--- config.mk ---
export PLATFORM = sky130hd
export DESIGN_NAME = memory_type_resolution
export DESIGN_NICKNAME = d
export VERILOG_FILES = /design/src/design/mem_type_pkg.sv /design/src/design/range_override.sv /design/src/design/memory_type_resolution.sv
export SDC_FILE = /design/constraint.sdc
export NUM_CORES = 1
export LEC_CHECK = 0
export BUFFER_PORTS_ARGS = -buffer_cell sky130_fd_sc_hd__buf_4
export CORE_UTILIZATION = 34
export DETAILED_ROUTE_END_ITERATION = 8
export PLACE_DENSITY = 0.76
export SLEW_MARGIN = 20
export SYNTH_ARGS = -nofsm -noshare
export SYNTH_HDL_FRONTEND = slang
export SYNTH_SLANG_ARGS = --single-unit
--- constraint.sdc ---
create_clock -name clock -period 1.54 [get_ports clock]
set_input_delay 0.154 -clock clock [delete_from_list [all_inputs] [get_ports clock]]
set_output_delay 0.154 -clock clock [all_outputs]
set_load 0.01 [all_outputs]
--- src/design/mem_type_pkg.sv ---
package mem_type_pkg;
   // memory type encodings
   localparam logic [2:0] mt_uc = 3'h0;
   localparam logic [2:0] mt_wc = 3'h1;
   localparam logic [2:0] mt_wt = 3'h4;
   localparam logic [2:0] mt_wp = 3'h5;
   localparam logic [2:0] mt_wb = 3'h6;
   localparam logic [2:0] mt_ucw = 3'h7;
   localparam int pat_entries = 8;
   localparam int pat_idx_w = 3;
   localparam int mt_w = 3;
   localparam int pte_pat_bit = 7;
   localparam int pde_pat_bit = 12;
   localparam int pcd_bit = 4;
   localparam int pwt_bit = 3;
   // default attribute table: wb, wt, weak uc, uc repeated
   localparam logic [23:0] pat_reset = 24'h1e61e6;

   typedef struct packed {
      logic [31:0] entry;
      logic large_page;
      logic is_store;
      logic [31:0] addr;
   } xlate_req_t;

   typedef struct packed {
      logic [2:0] mem_type;
      logic cacheable;
      logic spec_ok;
      logic strong_order;
   } xlate_resp_t;

   typedef enum logic [1:0] {
      order_idle,
      order_wait_rfo
   } order_state_dummy_t;
endpackage

--- src/design/range_override.sv ---
`timescale 1ns/1ps
// one fixed uncacheable range, e.g. a legacy video window
module range_override #(
   parameter logic [31:0] base = 32'h000a0000,
   parameter logic [31:0] limit = 32'h000bffff
) (
   input wire logic [31:0] addr,
   output logic forced_uc
);
   // in-range compare, combinational only
   always_comb begin
      forced_uc = (addr >= base) && (addr <= limit);
   end
endmodule // range_override

--- src/design/memory_type_resolution.sv ---
`timescale 1ns/1ps
module memory_type_resolution #(
   parameter int entries = mem_type_pkg::pat_entries
) (
   input wire logic clock,
   input wire logic rst,
   input wire logic pat_wr,
   input wire logic [23:0] pat_wdata,
   output logic [23:0] page_attribute_table,
   input wire logic memory_type_range_regs,
   input wire logic global_cache_disable,
   input wire logic large_page_enable,
   input wire logic extended_phys_addr_enable,
   input wire logic req_valid,
   input wire mem_type_pkg::xlate_req_t req,
   output mem_type_pkg::xlate_resp_t resp,
   output logic resp_valid,
   input wire logic rfo_issue,
   input wire logic rfo_done,
   output logic rfo_pending,
   output logic uc_store_stall
);
   // table, answer, ordering and store tracking state
   logic [2:0] pat_q [entries];
   logic [2:0] pat_d [entries];
   logic [2:0] idx;
   logic [2:0] page_type;
   logic [2:0] type_sel;
   logic large_map;
   logic forced_uc;
   mem_type_pkg::xlate_resp_t resp_d;
   mem_type_pkg::xlate_resp_t resp_q;
   logic resp_valid_d;
   logic resp_valid_q;
   logic rfo_d;
   logic rfo_q;
   logic store_d;
   logic store_q;
   logic stall_new;
   logic stall;
   mem_type_pkg::order_state_dummy_t order_d;
   mem_type_pkg::order_state_dummy_t order_q;

   // fixed uncacheable window, honoured only while the range regs are on
   range_override u_range (
      .addr(req.addr),
      .forced_uc(forced_uc)
   );

   // table write; all eight entries loaded at once, so no entry is left stale
   // limitation: the write word is sized for eight entries only
   genvar g;
   generate
      for (g = 0; g < entries; g++) begin : g_pat
         localparam int lo = g * mem_type_pkg::mt_w;
         always_comb begin
            pat_d[g] = pat_q[g];
            if (pat_wr) begin
               pat_d[g] = pat_wdata[lo +: mem_type_pkg::mt_w];
            end
         end
         // reset fills the default table
         always_ff @(posedge clock) begin
            if (rst) begin
               pat_q[g] <= mem_type_pkg::pat_reset[lo +: mem_type_pkg::mt_w];
            end else begin
               pat_q[g] <= pat_d[g];
            end
         end
         // table output straight from the entry flops
         assign page_attribute_table[lo +: mem_type_pkg::mt_w] = pat_q[g];
      end
   endgenerate

   // index select: msb never forced to zero by paging mode
   // either paging extension allows large pages, so either one steers the msb to the pde bit
   always_comb begin
      large_map = req.large_page && (large_page_enable || extended_phys_addr_enable);
      if (large_map) begin
         idx[2] = req.entry[mem_type_pkg::pde_pat_bit];
      end else begin
         idx[2] = req.entry[mem_type_pkg::pte_pat_bit];
      end
      idx[1] = req.entry[mem_type_pkg::pcd_bit];
      idx[0] = req.entry[mem_type_pkg::pwt_bit];
      page_type = pat_q[idx];
   end

   // type priority: cache disable, then the range window, then weak uc folding
   // weak uc is folded always, so it can never reach a cached path
   always_comb begin
      type_sel = page_type;
      if (page_type == mem_type_pkg::mt_ucw) begin
         type_sel = mem_type_pkg::mt_uc;
      end
      if (memory_type_range_regs && forced_uc) begin
         type_sel = mem_type_pkg::mt_uc;
      end
      if (global_cache_disable) begin
         type_sel = mem_type_pkg::mt_uc;
      end
   end

   // attributes follow from the resolved type alone; held when idle
   always_comb begin
      resp_d = resp_q;
      resp_valid_d = req_valid;
      if (req_valid) begin
         resp_d.mem_type = type_sel;
         resp_d.cacheable = (type_sel != mem_type_pkg::mt_uc)
            && (type_sel != mem_type_pkg::mt_wc);
         resp_d.spec_ok = resp_d.cacheable
            || (type_sel == mem_type_pkg::mt_wc);
         resp_d.strong_order = (type_sel == mem_type_pkg::mt_uc);
      end
   end

   // answer registered, one cycle after the request is taken
   always_ff @(posedge clock) begin
      if (rst) begin
         resp_q <= '0;
         resp_valid_q <= 1'b0;
      end else begin
         resp_q <= resp_d;
         resp_valid_q <= resp_valid_d;
      end
   end
   // outputs straight from the flops
   assign resp = resp_q;
   assign resp_valid = resp_valid_q;

   // pending ownership request; issue wins over done in same cycle,
   // so a new txn is never lost behind the one that just ended
   always_comb begin
      rfo_d = rfo_q;
      if (rfo_done) begin
         rfo_d = 1'b0;
      end
      if (rfo_issue) begin
         rfo_d = 1'b1;
      end
   end

   // pending flag register
   always_ff @(posedge clock) begin
      if (rst) begin
         rfo_q <= 1'b0;
      end else begin
         rfo_q <= rfo_d;
      end
   end
   assign rfo_pending = rfo_q;

   // store marker for the request now being answered
   // loads never stall, only stores can overtake the ownership txn
   always_comb begin
      store_d = req_valid && req.is_store;
   end

   // lines up with resp_q, one cycle after the request
   always_ff @(posedge clock) begin
      if (rst) begin
         store_q <= 1'b0;
      end else begin
         store_q <= store_d;
      end
   end

   // uc store meeting a pending ownership txn is held, never retried
   always_comb begin
      stall_new = resp_valid_q && resp_q.strong_order && store_q && rfo_q;
   end

   // a one-cycle hold alone would let a held store slip out mid-txn,
   // so the tracker keeps it held until the txn ends
   always_comb begin
      order_d = order_q;
      case (order_q)
         mem_type_pkg::order_idle: begin
            if (stall_new) begin
               order_d = mem_type_pkg::order_wait_rfo;
            end
         end
         mem_type_pkg::order_wait_rfo: begin
            if (!rfo_q) begin
               order_d = mem_type_pkg::order_idle;
            end
         end
         default: begin
            order_d = mem_type_pkg::order_idle;
         end
      endcase
   end

   // tracker register
   always_ff @(posedge clock) begin
      if (rst) begin
         order_q <= mem_type_pkg::order_idle;
      end else begin
         order_q <= order_d;
      end
   end

   // stall is combinational from registers only, so no loop to the request side
   always_comb begin
      stall = stall_new || ((order_q == mem_type_pkg::order_wait_rfo) && rfo_q);
   end
   assign uc_store_stall = stall;
endmodule // memory_type_resolution

==> out/qor.csv <==
stage,metric,value,unit
setup_path,"critical path, cell by cell",mux4_2 -> mux2i_4 -> nand3_2 -> a32o_2,
timing,final hold violations,0,
drt,Vias/cell,4.87,
power,Logic pwr share,25.6,%
power,Net Sw Power,0.523,mW
drt,DRT iter0 DRCs,20,
finish,Final nets,344,
logic_synthesis,Synth Warn #,0,
timing,final worst-path cycle share,98.2,%
logic_synthesis,Synth Area in XOR/XNOR,0,%
power,Switching Fraction,24.9,%
floorplan,Starting Density,35.4,%
placement,port bufs,87,
flow_run,Max Cap Viol,0,
power,PD cells,846,nW/um^2
floorplan,core region area,4350,sq um
logic_synthesis,adder-cell share of the synthesized area,0,%
global_route,first-pass GRT wire length,6300,um
power,Clock power frac,28.4,%
floorplan,Core Rows,24,
setup_path,reg2reg start,pat_q[3][2],
logic_synthesis,Async SR Flop Fraction,0,%
setup_path,R2R Setup Slk,0.03,ns
logic_synthesis,ranking of synthesized cells by area,"dfxtp_1 (44%), mux2i_1 (8.4%), a211o_1 (6.8%)",
finish,"commonest non-fill, non-tap cell in the layout",buf_4,
power,sequential power share,46.1,%
logic_synthesis,mux share of post-synthesis cell area,23.4,%
logic_synthesis,Simple-Gate Fraction of Synth Area,16.5,%
logic_synthesis,Post-synth EDFFs,0,
timing,hold_ws,0.0780,ns
setup_path,CP arrival,1.68,ns
setup_path,worst reg2reg path endpoint,resp[1],
timing,fin. max-slew vios,0,
logic_synthesis,Netlist cell types,31,
finish,Final Cell Area,2480,sq um
floorplan,IO Pins,133,
timing,Setup TNS,0,ns
global_route,vias in the first global route,1433,
finish,most frequent cells in the layout,"buf_4 (108), dfxtp_1 (32), nor2b_1 (15), nor2_1 (15)",
status,status,completed,
timing,Peak Freq,661,MHz
setup_path,startpoint type of the worst setup path,register,
placement,DPL Wire Length,2890,um
global_route,gr usage total,16.1,%
logic_synthesis,"Primary FF master, synth",dfxtp_1,
floorplan,die area,4810,sq um
drt,drt drc,0,
placement,GPL Wtd Cong,0.707,
logic_synthesis,syn nets,236,
drt,Vias,1442,
setup_path,Reg2Reg Depth,4,
setup_path,critical path class,reg2reg,
timing,Slew headroom,71.9,%
placement,"worst slack, placed",-0.178,ns
logic_synthesis,compound-gate portion of the synthesized area,12.7,%
power,Tot Pwr,2.10,mW
power,internal power,1.58,mW
logic_synthesis,largest area contributor in the netlist,dfxtp_1,
power,peak supply drop,0.447,mV
clock_tree,"CTS clk-pin slew, worst paths",0.06,ns
logic_synthesis,share of the synthesized area in the top cell type,44.1,%
timing,clk_skew,0.00353,ns
setup_path,CP max-delay cell,mux4_2,
logic_synthesis,Syn Std Cell Area,1540,sq um
timing,crit path time final,1.51,ns
global_route,initial antenna violation count,0,
clock_tree,Clock Latency Late Sink,0.28,ns
drt,Total Wirelength,3740,um
drt,DRT antenna net count,0,
power,LEAKAGE,1.16,nW
clock_tree,clk sinks,34,
placement,post-placement cell area,2380,sq um
drt,DRT Pass-1 Iters,4,
worst_hold_path,worst hold path type,in2reg,
clock_tree,total CTS buffers,5,
timing,Least-Margin Pin Slew,0.422,ns
timing,final setup margin,0.0281,ns
timing,final setup fails,0,
finish,n_diodes,0,
drt,Routed wire per std cell,12.6,um
setup_path,CP endpoint kind,register,
logic_synthesis,syn avg cell area,11.3,sq um
setup_path,CP max FO,3,
clock_tree,CTS tree,built,
logic_synthesis,Syn Inst Count,136,
global_route,GR Overflow Total,0,
setup_path,Critical Path Max Stage Delay,0.52,ns
clock_tree,htree depth,2,
clock_tree,clock root cell,clkbuf_8,
setup_path,CP Capture Point,resp[1],
finish,Syn-to-layout area delta,61.0,%
logic_synthesis,synthesized flop and latch total,34,
floorplan,Horiz. Die Dim,69.4,um
setup_path,Critical Path RT,1.71,ns
floorplan,Chip Height,69.4,um
setup_path,CP startpoint,pat_q[3][2],
logic_synthesis,largest family of logic cells by synthesized area,multiplexers,
logic_synthesis,post-synthesis sequential area ratio,44.1,%
clock_tree,Longest Clk Path Bufs,2,
finish,layout cell share with drive strength beyond 1,55.3,%
global_route,largest net degree at the start of global routing,37,
final cells by class:
type | instances | area (sq um)
clock buffer | 7 | 76.3
fill | 397 | 1870
inverter | 1 | 3.75
multi-input combinational | 93 | 825
sequential | 34 | 683
tap | 52 | 65.1
timing repair buffer | 109 | 831
worst max-delay path: cells and delay by family (launching register included):
family          cells  cell delay, ns
mux                 2            0.71
simple gates        1            0.12
flops               1            0.33
compound gates      1            0.25
Yosys cell counts (3+ instances only):
cell,n
nor2_1,15
mux4_2,3
mux4_1,3
a21oi_1,4
mux2i_1,13
clkbuf_1,4
nand2b_1,3
mux2_2,3
o211ai_1,3
dfxtp_1,34
nor2b_1,15
a211o_1,12
worst min-delay path by stage:
stage	startpoint	endpoint	slack, ns	cells past startpoint
after floorplan	rst	resp_valid	0.24	1
after global placement	req[32]	store_q	0.36	2
after detailed placement	req[32]	store_q	0.36	2
after CTS	req[32]	store_q	0.07	2
after global routing	pat_wdata[13]	pat_q[4][1]	0.07	2
final	req[32]	store_q	0.08	2
sequential cells by signal, indices dropped and copies added (netlist names):
signal	cells
pat_q	24
rfo_pending	1
order_q	1
store_q	1
resp_valid	1
resp	6
timing repair:
item                       CTS  global route
gates resized for setup      1             2
buffers inserted             1             1
hold buffers                 0             0
pin swaps                    0             4
setup endpoints to repair    2             3
metrics by stage:
stage	cells	util, %
floorplan	136	-
global placement	287	54.7
detailed placement	287	54.7
CTS	295	56.8
global route	296	57.0
finish	296	57.0
cells by family (layout without fill, tap and decap cells):
logic type,count (synthesis),after routing
flops,34,34
compound gates,24,24
simple gates,44,44
buf+inv,9,117
mux,25,25
power groups by stage:
stage	Clock (mW)	Sequential [mW]	Combinational (mW)
2_1_floorplan	0	1.01	0.221
3_3_place_gp	0	0.986	0.517
3_5_place_dp	0	0.987	0.524
4_1_cts	0.619	0.968	0.538
5_1_grt	0.654	0.976	0.582
6_report	0.595	0.968	0.537
metal layers:
metal	up-vias	wire [um]	global-route usage, %
met5	-	0	0
met4	0	19	4.76
met3	2	310	6.40
met2	58	1830	27.5
met1	663	1580	18.5
li1	719	-	-
Note: power is estimated with default switching activity, not from simulation.
